File: config.mk
export PLATFORM = sky130hd
export DESIGN_NAME = pbc_top
export DESIGN_NICKNAME = d
export VERILOG_FILES = /design/src/rtl/pbc_pkg.sv /design/src/rtl/pbc_top.sv
export SDC_FILE = /design/constraint.sdc
export NUM_CORES = 1
export LEC_CHECK = 0
export BUFFER_PORTS_ARGS = -buffer_cell sky130_fd_sc_hd__buf_4
export CORE_AREA = 3 3 61 91
export CTS_CLUSTER_SIZE = 16
export DETAILED_ROUTE_END_ITERATION = 10
export DIE_AREA = 0 0 64 94
export GPL_TIMING_DRIVEN = 1
export HOLD_SLACK_MARGIN = 0.1
export PLACE_DENSITY = 0.77
export SYNTH_ARGS = -nofsm -noshare
export SYNTH_HDL_FRONTEND = slang
export SYNTH_SLANG_ARGS = --single-unit
File: constraint.sdc
create_clock -name clk_sys -period 2.7 [get_ports clk_sys]
set_input_delay 0.81 -clock clk_sys [delete_from_list [all_inputs] [get_ports clk_sys]]
set_output_delay 0.81 -clock clk_sys [all_outputs]
set_load 0.01 [all_outputs]
File: src/rtl/pbc_pkg.sv
/*
 pbc_pkg: constants and types for the pll base clock select control block.
 assumes a 32-bit classic wishbone register bus with byte addressing.
*/
package pbc_pkg;
   // register byte offsets
   localparam logic [3:0] OFS_CONTROL = 4'h0;
   localparam logic [3:0] OFS_BANDWIDTH = 4'h4;
   localparam logic [3:0] OFS_PROGRAM = 4'h8;

   // control register fields
   localparam int CTL_IRQ_EN = 7;
   localparam int CTL_FLAG = 6;
   localparam int CTL_POWER = 5;
   localparam int CTL_BCS = 4;
   localparam logic [3:0] CTL_LOW_ONES = 4'hf;

   // bandwidth register fields
   localparam int BW_AUTO = 7;
   localparam int BW_LOCK = 6;

   // programming register fields
   localparam int PRG_MUL_LSB = 4;
   localparam int PRG_RANGE_LSB = 0;

   // reset values
   localparam logic RST_POWER = 1'b1;
   localparam logic [3:0] RST_MUL = 4'h6;
   localparam logic [3:0] RST_RANGE = 4'h6;

   // source edges waited for on a switch, per source
   localparam logic [1:0] SWITCH_EDGES = 2'h3;

   typedef enum logic {
      PBC_SRC_CRYSTAL,
      PBC_SRC_VCO
   } pbc_src_t;

   typedef enum logic {
      PBC_RUN,
      PBC_SWITCH
   } pbc_state_t;

   typedef struct packed {
      logic [3:0] adr;
      logic we;
      logic sel0;
      logic [7:0] dat;
   } pbc_wb_req_t;
endpackage : pbc_pkg

File: src/rtl/pbc_top.sv
/*
 pbc_top: base clock selection, divide by two and pll control interlocks.
 assumes crystal, vco and lock inputs are sampled as levels on clk_sys, which
 must run well above both source clocks; osc_enable_in comes from system control.
*/
// Added by the designer: the register offsets and the Wishbone register port.
`timescale 1ns/1ps
module pbc_top (
   input wire logic clk_sys,
   input wire logic rst,
   input wire logic wb_cyc_i,
   input wire logic wb_stb_i,
   input wire logic wb_we_i,
   input wire logic [31:0] wb_adr_i,
   input wire logic [31:0] wb_dat_i,
   input wire logic [3:0] wb_sel_i,
   output logic [31:0] wb_dat_o,
   output logic wb_ack_o,
   input wire logic crystal_clock,
   input wire logic vco_clock,
   input wire logic lock_detect,
   input wire logic osc_enable_in,
   output logic crystal_clock_out,
   output logic base_clock_out,
   output logic clockgen_irq,
   output logic pll_enable,
   output logic [3:0] feedback_multiplier,
   output logic [3:0] vco_range_factor
);
   logic lock_irq_enable;
   logic lock_change_flag;
   logic pll_power_on;
   logic base_clock_select;
   logic auto_bandwidth;
   logic [3:0] mul_field;
   logic [3:0] range_field;
   logic xtal_q;
   logic xtal_prev;
   logic vco_q;
   logic vco_prev;
   logic lock_q;
   logic lock_prev;
   logic xtal_edge;
   logic vco_edge;
   logic lock_toggle;
   logic range_zero;
   logic bus_req;
   logic wr_ctl;
   logic wr_bw;
   logic wr_prg;
   logic rd_ctl;
   logic adr_hit;
   logic src_differs;
   logic switch_done;
   logic active_edge;
   pbc_pkg::pbc_wb_req_t req;
   pbc_pkg::pbc_state_t state;
   pbc_pkg::pbc_src_t active_src;
   logic [1:0] xtal_cnt;
   logic [1:0] vco_cnt;
   logic [7:0] ctl_view;
   logic [7:0] bw_view;
   logic [7:0] next_rdata;

   assign req = '{adr: wb_adr_i[3:0], we: wb_we_i, sel0: wb_sel_i[0], dat: wb_dat_i[7:0]};
   // one access per handshake: the request is taken in the cycle before ack, not in the ack cycle
   assign bus_req = wb_cyc_i && wb_stb_i && !wb_ack_o;
   // upper address bits must be clear, so an alias cannot write or clear the flag
   assign adr_hit = wb_adr_i[31:4] == 28'h000_0000;
   assign wr_ctl = bus_req && adr_hit && req.we && req.sel0 && req.adr == pbc_pkg::OFS_CONTROL;
   assign wr_bw = bus_req && adr_hit && req.we && req.sel0 && req.adr == pbc_pkg::OFS_BANDWIDTH;
   assign wr_prg = bus_req && adr_hit && req.we && req.sel0 && req.adr == pbc_pkg::OFS_PROGRAM;
   assign rd_ctl = bus_req && adr_hit && !req.we && req.adr == pbc_pkg::OFS_CONTROL;

   assign range_zero = range_field == 4'h0;
   assign xtal_edge = xtal_q && !xtal_prev;
   assign vco_edge = vco_q && !vco_prev;
   assign lock_toggle = lock_q != lock_prev;

   // switch helpers: base clock only moves in run state on the active source
   assign src_differs = (active_src == pbc_pkg::PBC_SRC_VCO) != base_clock_select;
   assign switch_done = xtal_cnt == pbc_pkg::SWITCH_EDGES && vco_cnt == pbc_pkg::SWITCH_EDGES;
   assign active_edge = (active_src == pbc_pkg::PBC_SRC_VCO) ? vco_edge : xtal_edge;

   // input sampling for edge detection; the crystal is gated by the oscillator enable
   always_ff @(posedge clk_sys or posedge rst) begin
      if (rst) begin
         xtal_q <= 1'b0;
         xtal_prev <= 1'b0;
      end else begin
         xtal_q <= crystal_clock && osc_enable_in;
         xtal_prev <= xtal_q;
      end
   end

   // vco seen only while the pll is enabled
   always_ff @(posedge clk_sys or posedge rst) begin
      if (rst) begin
         vco_q <= 1'b0;
         vco_prev <= 1'b0;
      end else begin
         vco_q <= vco_clock && pll_enable;
         vco_prev <= vco_q;
      end
   end

   // lock seen only in automatic mode with the pll running
   always_ff @(posedge clk_sys or posedge rst) begin
      if (rst) begin
         lock_q <= 1'b0;
         lock_prev <= 1'b0;
      end else begin
         lock_q <= lock_detect && auto_bandwidth && pll_enable;
         lock_prev <= lock_q;
      end
   end

   // base select judged against the old power and range, so off to vco takes two writes
   always_ff @(posedge clk_sys or posedge rst) begin
      if (rst) begin
         base_clock_select <= 1'b0;
      end else if (!osc_enable_in || range_zero || !pll_power_on) begin
         base_clock_select <= 1'b0;
      end else if (wr_ctl) begin
         base_clock_select <= req.dat[pbc_pkg::CTL_BCS];
      end
   end

   always_ff @(posedge clk_sys or posedge rst) begin
      if (rst) begin
         pll_power_on <= pbc_pkg::RST_POWER;
      end else if (wr_ctl) begin
         pll_power_on <= req.dat[pbc_pkg::CTL_POWER] || base_clock_select;
      end
   end

   // interrupt enable held clear in manual bandwidth mode, writable only in automatic mode
   always_ff @(posedge clk_sys or posedge rst) begin
      if (rst) begin
         lock_irq_enable <= 1'b0;
      end else if (!auto_bandwidth) begin
         lock_irq_enable <= 1'b0;
      end else if (wr_ctl) begin
         lock_irq_enable <= req.dat[pbc_pkg::CTL_IRQ_EN];
      end
   end

   // a toggle in the clearing read cycle keeps the flag set
   always_ff @(posedge clk_sys or posedge rst) begin
      if (rst) begin
         lock_change_flag <= 1'b0;
      end else if (!auto_bandwidth) begin
         lock_change_flag <= 1'b0;
      end else if (lock_toggle) begin
         lock_change_flag <= 1'b1;
      end else if (rd_ctl) begin
         lock_change_flag <= 1'b0;
      end
   end

   // level request, dropped at once on stop
   always_ff @(posedge clk_sys or posedge rst) begin
      if (rst) begin
         clockgen_irq <= 1'b0;
      end else begin
         clockgen_irq <= lock_change_flag && lock_irq_enable && osc_enable_in;
      end
   end

   // bandwidth mode
   always_ff @(posedge clk_sys or posedge rst) begin
      if (rst) begin
         auto_bandwidth <= 1'b0;
      end else if (wr_bw) begin
         auto_bandwidth <= req.dat[pbc_pkg::BW_AUTO];
      end
   end

   // programming register, locked while pll_power_on is set
   always_ff @(posedge clk_sys or posedge rst) begin
      if (rst) begin
         mul_field <= pbc_pkg::RST_MUL;
         range_field <= pbc_pkg::RST_RANGE;
      end else if (wr_prg && !pll_power_on) begin
         mul_field <= req.dat[pbc_pkg::PRG_MUL_LSB +: 4];
         range_field <= req.dat[pbc_pkg::PRG_RANGE_LSB +: 4];
      end
   end

   // analog side controls, each registered so the pins never glitch
   always_ff @(posedge clk_sys or posedge rst) begin
      if (rst) begin
         pll_enable <= 1'b0;
      end else begin
         pll_enable <= pll_power_on && !range_zero && osc_enable_in;
      end
   end

   // a zero multiplier is passed on as one
   always_ff @(posedge clk_sys or posedge rst) begin
      if (rst) begin
         feedback_multiplier <= 4'h0;
      end else begin
         feedback_multiplier <= (mul_field == 4'h0) ? 4'h1 : mul_field;
      end
   end

   // range copy; a zero range also keeps pll_enable low
   always_ff @(posedge clk_sys or posedge rst) begin
      if (rst) begin
         vco_range_factor <= 4'h0;
      end else begin
         vco_range_factor <= range_field;
      end
   end

   // crystal out follows the oscillator enable
   always_ff @(posedge clk_sys or posedge rst) begin
      if (rst) begin
         crystal_clock_out <= 1'b0;
      end else begin
         crystal_clock_out <= crystal_clock && osc_enable_in;
      end
   end

   // source switch: base clock frozen until both sources have ticked, or until a stopped vco forces a fall back to crystal
   always_ff @(posedge clk_sys or posedge rst) begin
      if (rst) begin
         state <= pbc_pkg::PBC_RUN;
         active_src <= pbc_pkg::PBC_SRC_CRYSTAL;
      end else if (!osc_enable_in) begin
         state <= pbc_pkg::PBC_RUN;
         active_src <= pbc_pkg::PBC_SRC_CRYSTAL;
      end else begin
         unique case (state)
            pbc_pkg::PBC_RUN: begin
               if (src_differs) begin
                  state <= pbc_pkg::PBC_SWITCH;
               end
            end
            pbc_pkg::PBC_SWITCH: begin
               // a dead vco would stall here; vco stays on while selected
               if (switch_done) begin
                  state <= pbc_pkg::PBC_RUN;
                  active_src <= base_clock_select ? pbc_pkg::PBC_SRC_VCO : pbc_pkg::PBC_SRC_CRYSTAL;
               end else if (!base_clock_select && !pll_enable) begin
                  // pll_enable low stops the vco: fall back without waiting on it
                  state <= pbc_pkg::PBC_RUN;
                  active_src <= pbc_pkg::PBC_SRC_CRYSTAL;
               end
            end
         endcase
      end
   end

   // crystal edges counted while switching, saturating at the wait length
   always_ff @(posedge clk_sys or posedge rst) begin
      if (rst) begin
         xtal_cnt <= 2'h0;
      end else if (!osc_enable_in || state == pbc_pkg::PBC_RUN) begin
         xtal_cnt <= 2'h0;
      end else if (xtal_edge && xtal_cnt != pbc_pkg::SWITCH_EDGES) begin
         xtal_cnt <= xtal_cnt + 2'h1;
      end
   end

   // vco edges counted the same way
   always_ff @(posedge clk_sys or posedge rst) begin
      if (rst) begin
         vco_cnt <= 2'h0;
      end else if (!osc_enable_in || state == pbc_pkg::PBC_RUN) begin
         vco_cnt <= 2'h0;
      end else if (vco_edge && vco_cnt != pbc_pkg::SWITCH_EDGES) begin
         vco_cnt <= vco_cnt + 2'h1;
      end
   end

   // divide by two on rising source edges only, which keeps the duty at half
   always_ff @(posedge clk_sys or posedge rst) begin
      if (rst) begin
         base_clock_out <= 1'b0;
      end else if (!osc_enable_in) begin
         base_clock_out <= 1'b0;
      end else if (state == pbc_pkg::PBC_RUN && !src_differs && active_edge) begin
         base_clock_out <= !base_clock_out;
      end
   end

   always_comb begin
      ctl_view = {lock_irq_enable, lock_change_flag, pll_power_on, base_clock_select, pbc_pkg::CTL_LOW_ONES};
      bw_view = 8'h00;
      bw_view[pbc_pkg::BW_AUTO] = auto_bandwidth;
      bw_view[pbc_pkg::BW_LOCK] = lock_q;
      unique case (req.adr)
         pbc_pkg::OFS_CONTROL: next_rdata = ctl_view;
         pbc_pkg::OFS_BANDWIDTH: next_rdata = bw_view;
         pbc_pkg::OFS_PROGRAM: next_rdata = {mul_field, range_field};
         default: next_rdata = 8'h00;
      endcase
   end

   // wishbone slave: ack one cycle after request, low again in the next
   always_ff @(posedge clk_sys or posedge rst) begin
      if (rst) begin
         wb_ack_o <= 1'b0;
      end else begin
         wb_ack_o <= bus_req;
      end
   end

   // read data stands only in the ack cycle; unmapped reads give zero
   always_ff @(posedge clk_sys or posedge rst) begin
      if (rst) begin
         wb_dat_o <= 32'h0000_0000;
      end else if (bus_req && !req.we && adr_hit) begin
         wb_dat_o <= {24'h00_0000, next_rdata};
      end else begin
         wb_dat_o <= 32'h0000_0000;
      end
   end
endmodule : pbc_top

==> results.md, run 1 <==
Timing:
- The final critical path takes up 79.8% of the cycle.
- At the pin with the least slew margin, the transition time is 0.543 ns.
- The max-slew violation count came to 0.
- The number of hold-slack violations in the final timing report came to 0.
- The worst path in the final design needs a cycle of 2.16 ns, including I/O delays and setup.
- Measured against its own limit, the worst slew margin works out to 63.8%.
- Setup repair after global routing left no endpoint under its margin.
- The worst clock skew is 0.00812 ns.
- The top achievable clock speed is 464 MHz.
- The worst path meets setup with 0.544 ns of slack.
- Summed over all failing endpoints, the final setup total negative slack is 0 ns.
- Setup violations remaining at the end of the flow were counted as 0.

Synth:
- The count of synthesis-stage warnings from yosys is 0.
- By instance count, the leading cell after synthesis is sky130_fd_sc_hd__dfrtp_1.
- The most frequently used flop master after synthesis is sky130_fd_sc_hd__dfrtp_1.
- The synthesized design contains 0 enable-type register cells.
- After synthesis, the largest family of logic cells by area is simple AND/OR/NAND/NOR gates.
- The share of the synthesized area in compound gates (AO/OA/AOI/OAI) is 4.39%.
- The cell area after technology mapping is 2050 µm².
- In the synthesized netlist, mux cells make up 9.88% of the area.
- The share of the synthesized netlist area taken by xor and xnor gates is 1.71%.
- In the synthesized netlist the async set-or-reset flop fraction comes to 100%.
- In this run the mean area of a mapped cell was 11.5 µm².
- Synthesis handed over a netlist of 178 instances.
- The post-synthesis share of cell area spent on and, or, nand and nor gates is 16.6%.
- Summing the areas of all fa, ha and maj instances in the mapped netlist gives 1.22% of the synthesized area.
- The library cell occupying the most area in the post-synthesis netlist is sky130_fd_sc_hd__dfrtp_1.
- Of the post-synthesis cell area, the dominant cell type holds 48.8%.
- In the post-synthesis netlist, the biggest area contributors are sky130_fd_sc_hd__dfrtp_1 (49%), sky130_fd_sc_hd__buf_4 (8.8%), sky130_fd_sc_hd__dfstp_2 (6.4%), sky130_fd_sc_hd__mux2_2 (5.5%), sky130_fd_sc_hd__mux2i_1 (4.4%).
- After synthesis the netlist holds a flip-flop and latch count of 45.
- The number of distinct library cells after synthesis is 36.
- Counting instances in the post-synthesis netlist gives the leading cell types as sky130_fd_sc_hd__dfrtp_1 (40), sky130_fd_sc_hd__buf_4 (24), sky130_fd_sc_hd__nor2_1 (11).
- The register area share after synthesis is 55.2%.

Power:
- The analysis attributes to cell leakage a power of 1.35 nW.
- In this run the power density over the cells is 450 nW/µm².
- The worst-case vdd ir drop is 0.295 mV.
- Overall power consumption after layout is estimated at 1.20 mW.

CTS:
- The clock net in this run drives a total of 45 sinks.
- The number of hold buffers added after CTS was 0.
- CTS built an H-tree with a depth of 2.
- TritonCTS built the clock tree.
- Counting along the longest clock path gives a buffer depth of 2.
- The clock edge transition at the registers on the reported setup and hold paths is 0.09 ns.
- In this run the post-CTS setup repair buffer count came out at 0.
- The tree is rooted in a sky130_fd_sc_hd__clkbuf_8.
- The quantity of gates resized following cts is 0.
- The number of clock buffers added by TritonCTS is 5.
- Clock latency on the worst-skew pair, taken at its later pin, is 0.30 ns.

Run:
- Across the run, the number of max-cap violations was 0.

Hold path:
- The worst hold path startpoint is range_field[0].
- The kind of path behind the tightest hold check is reg -> reg.
- The endpoint with the worst hold slack is vco_range_factor[0].
- The worst hold path was traced through 0 stages.

Setup path:
- Along the worst path, the maximum fanout reaches 8.
- The worst setup path is captured at a register.
- The startpoint identified for the worst register-to-register timing path is pll_power_on.
- The terminus of the critical flop-to-flop path is mul_field[3].
- The setup check on the worst reg-to-reg path leaves a slack of 0.84 ns.
- The critical path data arrival time is 2.34 ns.
- The critical setup path kind is in -> reg.
- Tracing the worst setup path back leads to its startpoint at wb_adr_i[1].
- The nature of the critical path startpoint is an input port.
- The logic depth of the worst register-to-register path is 4.
- Data on the critical path is required at its endpoint by 2.88 ns.

Cells and area:
- At the end of the flow, the number of nets in the layout was 332.
- The repair_antennas step left the layout with diodes totalling 0.
- From synthesis to final layout, the design area changed by 29.8%.
- The fraction of layout cells with a size suffix above 1 is 39.8%.
- The final instance area is 2660 µm².
- Once layout is complete, the cells apart from fillers number 320.

Run status:
- The flow ran to the end, and the final reports show no timing, DRC or antenna violations.

Detailed routing:
- The count of antenna-violating nets left after detailed routing is 0.
- For this block, wires on met1 add up to 1580 µm.
- For this block, the initial DRC count from the detailed router was 50.
- In the routed design, unresolved DRC markers number 0.
- The length of the first detailed-routing pass in iterations is 4.
- Wire segments on met2 add up to 2390 µm in the final route.
- Summing over every cut layer, the via total after detailed routing is 1,481.
- The number of vias per cell is 4.63.
- For this block, the routed nets add up to 4210 µm of wire.
- The highest layer touched by signal routing is met4.
- Wire segments on met3 add up to 180 µm in the final route.
- The average detailed-routed wire length per instance is 13.2 µm.

Global route:
- The initial antenna violation count is 0.
- Entering global routing, the biggest net connects 46 pins.
- The via count of the first global-routing pass is 1,484.
- For this run the aggregate overflow at the end of global routing stands at 0.
- Global routing used 14.4% of the available tracks across all layers.
- The first-pass GRT wire length is 6620 µm.

Floorplanning:
- The die span in y is 94 µm.
- The core area is 4850 µm².
- The die area is 6020 µm².
- The total number of placement rows is 31.
- Once the floorplan was initialized, standard cells occupied 42.3% of the core.
- The die is 64 µm wide.
- The number of top-level design ports is 122.

Placement:
- The post-placement cell area is 2570 µm².
- Timing analysis after detailed placement gives a worst setup slack of 0.214 ns.
- The number of port buffers is 70.
- Routability-driven placement finished with a final weighted congestion of 0.729.
- Once detailed placement completed, the half-perimeter wirelength came to 3290 µm.
- The number of cells after detailed placement is 312.
worst max path at each step:
stage | to | slack [ns]
finish | mul_field[3] | 0.54
global route | mul_field[3] | 0.39
CTS | mul_field[3] | 0.53
detailed placement | mul_field[3] | 0.21
global placement | range_field[3] | 0.23
floorplan | mul_field[0] | 0.38
layer usage:
layer | up-vias | global-route usage, %
met5 | - | 0
met4 | 0 | 5.41
met2 | 37 | 26.3
met1 | 720 | 15.5
li1 | 719 | -
met3 | 5 | 3.83
cell families (layout without fill, tap and decap cells):
group	after synthesis	after routing
AOI/OAI and AO/OA	16	16
xor gates and xnor gates	4	4
adders and majority gates	2	2
buffers and inverters	35	88
DFF	45	45
muxes	19	19
other	1	24
and+or+nand+nor	56	56
cell usage in the layout (no fill, tap or decap), drive strengths merged, types with 7 or more instances in the layout:
cell | synthesis | final
buf | 24 | 73
dfrtp | 40 | 40
conb | 1 | 24
nor2 | 11 | 11
nor4 | 11 | 11
mux2 | 10 | 10
mux2i | 9 | 9
nand2 | 8 | 8
a21oi | 7 | 7
inv | 7 | 7
registers in the layout, indices dropped and copies added (netlist names), 2 cells and up:
name / cells
feedback_multiplier: 4
wb_dat_o: 8
xtal_cnt: 2
range_field: 4
mul_field: 4
vco_cnt: 2
vco_range_factor: 4
worst max-delay path, cell delays in order:
cell,delay (ns)
sky130_fd_sc_hd__buf_4,0.11
sky130_fd_sc_hd__nor4_1,0.28
sky130_fd_sc_hd__nand4_1,0.31
sky130_fd_sc_hd__nor4_4,0.28
sky130_fd_sc_hd__buf_4,0.21
sky130_fd_sc_hd__mux2_2,0.34
report_power, final:
part           leakage [nW]  internal, mW  switching (mW)
logic                 0.703        0.0590          0.0533
registers             0.602         0.677         0.00235
clock network        0.0445         0.183           0.224
total                  1.35         0.919           0.280
cell type report:
cell class	count	area, µm²
multi-input cells	121	785
clock inverters	3	21.3
fillers	445	2180
inverters	7	26.3
clock buffers	5	68.8
repair buffers	73	548
well taps	66	82.6
flip-flops and latches	45	1130
through the flow:
step                hold slack [ns]  utilization, %
floorplan                     0.360               -
global placement              0.383            53.1
detailed placement            0.387            53.1
CTS                           0.403            54.9
global route                  0.424            54.9
finish                        0.402            54.9
Note: power is estimated with default switching activity, not from simulation.
==> inputs of run 2 (changes only) <==
- CORE_AREA: 3 3 61 91 -> 3 3 64 95
- DIE_AREA: 0 0 64 94 -> 0 0 67 98
- PLACE_DENSITY: 0.77 -> 0.74
- clock period: 2.7 -> 1.9 ns (I/O delays scaled with it)
==> run 2 against run 1 <==
Net effect:
- register-to-register slack worse by 0.72 ns
- die area up 9.1%
- clock-buffer cell count up 1
- core utilization down 0.44 points
- combinational power up 70%
- sequential power up 42%
- sequential cell count unchanged
- total power up 55%
- clock skew up 0.0056 ns
- final cell count up 4.4%
- global-route usage about the same
- critical endpoint is now auto_bandwidth
- highest routed layer unchanged
==> results.md, run 2 (synthesized netlist as in run 1, its figures left out) <==
Setup path:
- The highest net fanout along the worst path is 6 (-2).
- The setup path with the least slack is of type in -> reg.
- The number of cells on the critical path is 6 (unchanged).
- The maximum cell stage delay along the critical path was 0.39 ns (+0.05 ns).
- The nature of the critical path startpoint is an input port.
- The endpoint required time on the critical path is 2.08 ns (-0.80 ns).
- The buffer and inverter count on the worst path is 2 (unchanged).
- The slack of the worst reg-to-reg path is 0.12 ns (-0.72 ns).
- Traced cell by cell, the critical path runs through buf_4 -> nor4_4 -> nand4_1 -> buf_4 -> nor4_1 -> mux2_2.
- The terminus of the critical flop-to-flop path is auto_bandwidth.
- The largest individual stage delay along the critical path comes from the cell sky130_fd_sc_hd__nor4_1.
- The beginning of the worst register-to-register path is wb_ack_o.
- The endpoint class of the critical path is a register.
- The cell type group with the largest total delay on the critical path is simple AND/OR/NAND/NOR gates.
- The logic depth of the worst register-to-register path came to 5 (+1).
- The most frequent cell on the critical path is sky130_fd_sc_hd__buf_4.
- The critical path data arrival time is 2.01 ns (-0.33 ns).

Placement:
- The placer's final routability congestion estimate is 0.745 (+2.1%).
- The half-perimeter wire length after placement is 3550 µm (+7.6%).
- The number of cells after detailed placement is 326 (+4.5%).
- The number of port buffers was 70 (unchanged).

Timing:
- The max-slew violation count is 0 (unchanged).
- The worst path needs 1.83 ns of the cycle, external delays included.
- The worst clock skew is 0.0137 ns (+0.00555 ns).
- The final setup violation count came to 0 (unchanged).
- The number of hold-slack violations in the final timing report is 0 (unchanged).
- Setup repair after global routing left no endpoint under its margin.
- The share of the clock period used by the worst path after layout is 96.3%.
- The top achievable clock speed is 547 MHz.

Floorplanning:
- The initial standard-cell utilization of the core is 38.8% (-3.5 points).
- The die area is 6570 µm² (+9.1%).
- The total number of placement rows is 32 (+3.2%).
- The number of top-level design ports is 122 (unchanged).
- The core area is 5290 µm² (+9.0%).
- The die span in y came to 98 µm (+4.3%).
- The die width is 67 µm (+4.7%).

Power:
- The total design power came to 1.86 mW (+55%).
- The static leakage was 1.43 nW (+6.1%).
- The worst-case vdd ir drop is 0.386 mV (+31%).
- The power density normalized to cell area was 645 nW/µm² (+43%).

CTS:
- The number of buffers between clock root and the deepest sink is 2 (unchanged).
- TritonCTS built the clock tree.
- The number of buffers added by the clock tree synthesis step came to 5 (unchanged).
- The clock latency of the later-clocked register in the worst-skew pair is 0.29 ns (about the same).
- The post-cts hold buffer count is 0 (unchanged).
- CTS placed an instance of sky130_fd_sc_hd__clkbuf_8 at the clock tree root.
- The clock edge transition at the registers on the reported setup and hold paths came to 0.09 ns (about the same).
- The clock sink count came to 45 (unchanged).
- The number of H-tree levels is 2 (unchanged).

Cells and area:
- The number of nets at the end of the flow is 344 (+3.6%).
- The most frequent standard cell in the layout excluding fill and tap cells is sky130_fd_sc_hd__buf_4.
- The core occupancy in the finished layout is 54.5% (-0.44 points).
- The fraction of layout cells with a size suffix above 1 is 44.7% (+5.0 points).
- The area growth from synthesis to layout is 40.4%.
- The non-filler instance count after layout is 334 (+4.4%).
- The library cells used most frequently in the layout, excluding fill and tap cells, are sky130_fd_sc_hd__buf_4 (84), sky130_fd_sc_hd__dfrtp_1 (40), sky130_fd_sc_hd__conb_1 (24).
- The top register by number of flip-flops is wb_dat_o.
- The number of filler cells placed in the layout came to 478 (+7.4%).
- The antenna diode instance count came to 0 (unchanged).
- The number of flip-flops in the largest register is 8 (unchanged).

Hold path:
- The min-delay analysis places its worst path in the category in -> async.

Global route:
- The first-pass GRT wire length came to 7080 µm (+6.9%).
- The largest net degree at the start of global routing is 46 (unchanged).
- The met1 usage is 14.8% (-0.65 points).
- The layer flagged by global routing as most heavily used is met2.
- The met3 track demand over resource is 4.95% (+1.1 points).
- The met2 track demand over resource is 25.2% (-1.1 points).
- The global-route congestion overflow total is 0 (unchanged).
- The total routing resource utilization after global routing came to 14.3% (-0.037 points).
- The via count of the first global-routing pass is 1,690 (+14%).
- The initial antenna violation count was 0 (unchanged).

Run:
- The max capacitance violation total is 0 (unchanged).

Detailed routing:
- The DRC marker count from the first detailed-route iteration is 52 (+4.0%).
- The length of the first detailed-routing pass in iterations is 4 (unchanged).
- The count of antenna-violating nets left after detailed routing was 0 (unchanged).
- The total detailed-routing wirelength is 4370 µm (+3.8%).
- The overall via count from detail_route was 1,566 (+5.7%).
- The number of vias per cell was 4.69 (+1.3%).
- The DRC violation count after routing is 0 (unchanged).
- The average detailed-routed wire length per instance is 13.1 µm (-0.55%).

Run status:
- The run finished with clean final reports.
[run 2: final cells by class]
type,count,area (µm²),share of cell area (%)
Inverter,7,26.3,0.912
Tap cell,68,85.1,2.95
Sequential cell,45,1130,39.3
Clock inverter,2,38.8,1.35
Timing Repair Buffer,85,651,22.6
Multi-Input combinational cell,121,875,30.4
Clock buffer,6,72.6,2.52
[run 2: timing repair]
action	CTS	global route
setup endpoints to repair	0	4
buffers inserted	0	0
endpoints found under the hold margin	0	0
gates resized for setup	0	1
[run 2: worst max-delay path by stage]
stage,slack [ns],from,to
3_3_place_gp,-0.30,wb_adr_i[16],auto_bandwidth
3_5_place_dp,-0.31,wb_adr_i[16],auto_bandwidth
4_1_cts,0.02,wb_adr_i[16],auto_bandwidth
5_1_grt,0.02,wb_adr_i[17],base_clock_select
2_1_floorplan,-0.14,wb_adr_i[7],mul_field[0]
6_report,0.07,wb_adr_i[1],auto_bandwidth
[run 2: routing by layer]
layer | wire (µm) | part of all wire [%]
met5 | 0 | 0
met4 | 102 | 2.3
met3 | 384 | 8.8
met2 | 2390 | 55
met1 | 1500 | 34
[run 2: through the flow]
stage / TNS [ns] / worst slack [ns] / hold slack (ns) / area, µm²
2_1_floorplan: -1.16 / -0.135 / 0.360 / 2220
4_1_cts: 0 / 0.0164 / 0.307 / 2870
3_5_place_dp: -3.02 / -0.309 / 0.381 / 2760
3_3_place_gp: -2.77 / -0.299 / 0.378 / 2760
6_report: 0 / 0.0706 / 0.302 / 2880
5_1_grt: 0 / 0.0153 / 0.311 / 2880
[run 2: worst reg2reg max path: cells and delay by family, from the launching register on]
kind                   cells  cell delay (ns)
multiplexers               1             0.38
AND/OR/NAND/NOR            3             0.73
flip-flops                 1             0.39
buffers and inverters      1             0.16
[run 2: power by group]
| group | switching [mW] | internal, mW |
|---|---|---|
| clock | 0.306 | 0.395 |
| sequential | 0.00334 | 0.963 |
| combinational | 0.0917 | 0.0986 |
==> inputs of run 3 (changes only) <==
- clock period: 1.9 -> 1.5 ns (I/O delays scaled with it)
==> run 3 against run 2 <==
Net effect:
- the flow now finishes with violations (negative setup slack)
- sequential cell count did not move
- core utilization rose by 4.6 points
- clock power rose by 36%
- critical endpoint is now range_field[0]
- critical path depth fell by 1
- design area rose by 8.4%
- non-clock buffer count rose by 4
- total power rose by 32%
- highest routed layer unchanged
- via count rose by 4.2%
- clock skew fell by 0.0051 ns
- global-route usage rose by 1.4 points
==> results.md, run 3 (synthesized netlist as in run 1, its figures left out) <==
Cells and area:
- The number of nets at the end of the flow is 348 (+1.2%).
- The antenna diode instance count is 0 (unchanged).
- The most frequent standard cell in the layout excluding fill and tap cells is sky130_fd_sc_hd__buf_4.
- In the layout the commonest cells are sky130_fd_sc_hd__buf_4 (71), sky130_fd_sc_hd__dfrtp_1 (40), sky130_fd_sc_hd__conb_1 (24).
- The fraction of layout cells with a size suffix above 1 is 51.9% (+7.1 points).
- The top register by number of flip-flops is wb_dat_o.
- The number of flip-flops in the largest register is 8 (unchanged).
- Relative to the synthesized area, the layout overhead comes to 52.1%.
- The core occupancy in the finished layout was 59.1% (+4.6 points).

Detailed routing:
- The total detailed-routing wirelength is 4980 µm (+14%).
- The DRC violation count after routing is 0 (unchanged).
- The DRC marker count from the first detailed-route iteration came to 49 (-5.8%).
- The number of vias per cell is 4.83 (+3.0%).
- The average detailed-routed wire length per instance is 14.7 µm (+12%).
- The count of antenna-violating nets left after detailed routing was 0 (unchanged).
- The length of the first detailed-routing pass in iterations is 4 (unchanged).
- The overall via count from detail_route is 1,632 (+4.2%).

CTS:
- The clock edge transition at the registers on the reported setup and hold paths is 0.09 ns (about the same).
- The post-cts hold buffer count came to 0 (unchanged).
- The tree is rooted in a sky130_fd_sc_hd__clkbuf_8.
- The number of buffers added by the clock tree synthesis step is 5 (unchanged).
- The clock latency of the later-clocked register in the worst-skew pair is 0.30 ns (about the same).
- TritonCTS built the clock tree.
- The number of H-tree levels is 2 (unchanged).
- The clock sink count is 45 (unchanged).
- The number of buffers between clock root and the deepest sink is 2 (unchanged).

Timing:
- Setup repair after global routing could not meet its margin everywhere.
- The final worst slack was -0.210 ns (-0.281 ns).
- The worst clock skew is 0.00860 ns (-0.00507 ns).
- Counting I/O delays and the setup requirement, the final critical path takes 1.71 ns.
- The max-slew violation count is 0 (unchanged).
- The final setup violation count is 15 (+15).
- The setup TNS came to -2.33 ns (-2.33 ns).
- The number of hold-slack violations in the final timing report came to 0 (unchanged).
- The share of the clock period used by the worst path after layout is 114%.
- For this run, the top clock speed supported by timing is 585 MHz.

Run status:
- The final reports fail on negative setup slack.
- The flow ran to the end, but the final reports show violations.

Placement:
- The placer's final routability congestion estimate was 0.778 (+4.5%).
- The number of port buffers is 70 (unchanged).
- The half-perimeter wire length after placement is 3660 µm (+3.3%).

Setup path:
- The endpoint class of the critical path is a register.
- The maximum cell stage delay along the critical path is 0.40 ns (about the same).
- The cell type group with the largest total delay on the critical path is simple AND/OR/NAND/NOR gates.
- STA classifies the critical path startpoint as a register.
- The endpoint required time on the critical path is 1.69 ns (-0.39 ns).
- The highest net fanout along the worst path came to 8 (+2).
- The buffer and inverter count on the worst path came to 1 (-1).
- The critical path data arrival time was 1.91 ns (-0.10 ns).
- The cell type of the slowest stage on the worst timing path is sky130_fd_sc_hd__dfrtp_1.
- The setup path with the least slack is of type reg -> reg.
- The critical path goes through and3b_2 -> nand3_4 -> nor4_4 -> buf_12 -> mux2_2.

Floorplanning:
- The die width is 67 µm (unchanged).
- The number of top-level design ports came to 122 (unchanged).
- The core area is 5290 µm² (unchanged).
- The die span in y was 98 µm (unchanged).
- The total number of placement rows is 32 (unchanged).
- The initial standard-cell utilization of the core is 38.8% (unchanged).
- The die area is 6570 µm² (unchanged).

Power:
- The power density normalized to cell area is 787 nW/µm² (+22%).
- The worst-case vdd ir drop is 0.434 mV (+12%).
- The static leakage is 1.53 nW (+6.5%).

Hold path:
- The tightest min-delay check is of the in -> async type.

Global route:
- The initial antenna violation count came to 0 (unchanged).
- The via count of the first global-routing pass is 1,750 (+3.6%).
- The global-route congestion overflow total came to 0 (unchanged).
- The total routing resource utilization after global routing is 15.7% (+1.4 points).
- The largest net degree at the start of global routing is 46 (unchanged).
- The first-pass GRT wire length is 7890 µm (+11%).

Run:
- The max capacitance violation total is 0 (unchanged).
==> run 3: through the flow <==
stage / area, µm² / worst slack (ns) / cells / power, mW / hold WS, ns
after floorplan: 2230 / -0.415 / 201 / 1.38 / 0.360
after global placement: 2780 / -0.475 / 325 / 1.49 / 0.383
after global routing: 3120 / -0.247 / 338 / 2.54 / 0.211
final: 3120 / -0.210 / 338 / 2.46 / 0.191
after detailed placement: 2780 / -0.508 / 325 / 1.50 / 0.389
after CTS: 3000 / -0.210 / 335 / 2.45 / 0.195
==> run 3: path summary, 6_finish.rpt <==
kind,slack (ns),startpoint,cells past startpoint,endpoint
worst min-delay path,0.19,rst,3,lock_irq_enable
min in group clk_sys,0.37,crystal_clock,2,crystal_clock_out
max in group asynchronous,1.04,rst,3,pll_power_on
worst min register to register,0.41,range_field[0],0,vco_range_factor[0]
worst max register to register,-0.21,wb_ack_o,5,range_field[0]
worst max-delay path,-0.21,wb_ack_o,5,range_field[0]
==> run 3: final cells by class <==
cell class | count | area, µm²
flip-flops and latches | 45 | 1130
repair buffers | 89 | 753
fillers | 444 | 2160
clock inverters | 3 | 47.5
inverters | 7 | 30.0
multi-input cells | 121 | 1000
well taps | 68 | 85.1
clock buffers | 5 | 68.8
==> run 3: repair_timing <==
item	CTS	global route
pin swaps	3	7
setup endpoints to repair	14	22
setup buffers	2	3
gates resized for setup	20	21
==> run 3: worst register-to-register path, cell delays in order, from the launching register on <==
cell	delay [ns]
sky130_fd_sc_hd__dfrtp_1	0.40
sky130_fd_sc_hd__and3b_2	0.28
sky130_fd_sc_hd__nand3_4	0.09
sky130_fd_sc_hd__nor4_4	0.33
sky130_fd_sc_hd__buf_12	0.17
sky130_fd_sc_hd__mux2_2	0.32
==> run 3: metal layers <==
metal	global-route usage (%)	up-vias	wire [µm]
met3	4.03	10	375
met1	16.6	793	1740
met4	5.78	0	91
met2	28.7	80	2770
met5	0	-	0
li1	-	749	-
==> run 3: report_power, final <==
group | internal, mW | switching, mW
Combinational | 0.146 | 0.137
Clock | 0.508 | 0.442
Sequential | 1.22 | 0.00473
Total | 1.87 | 0.584
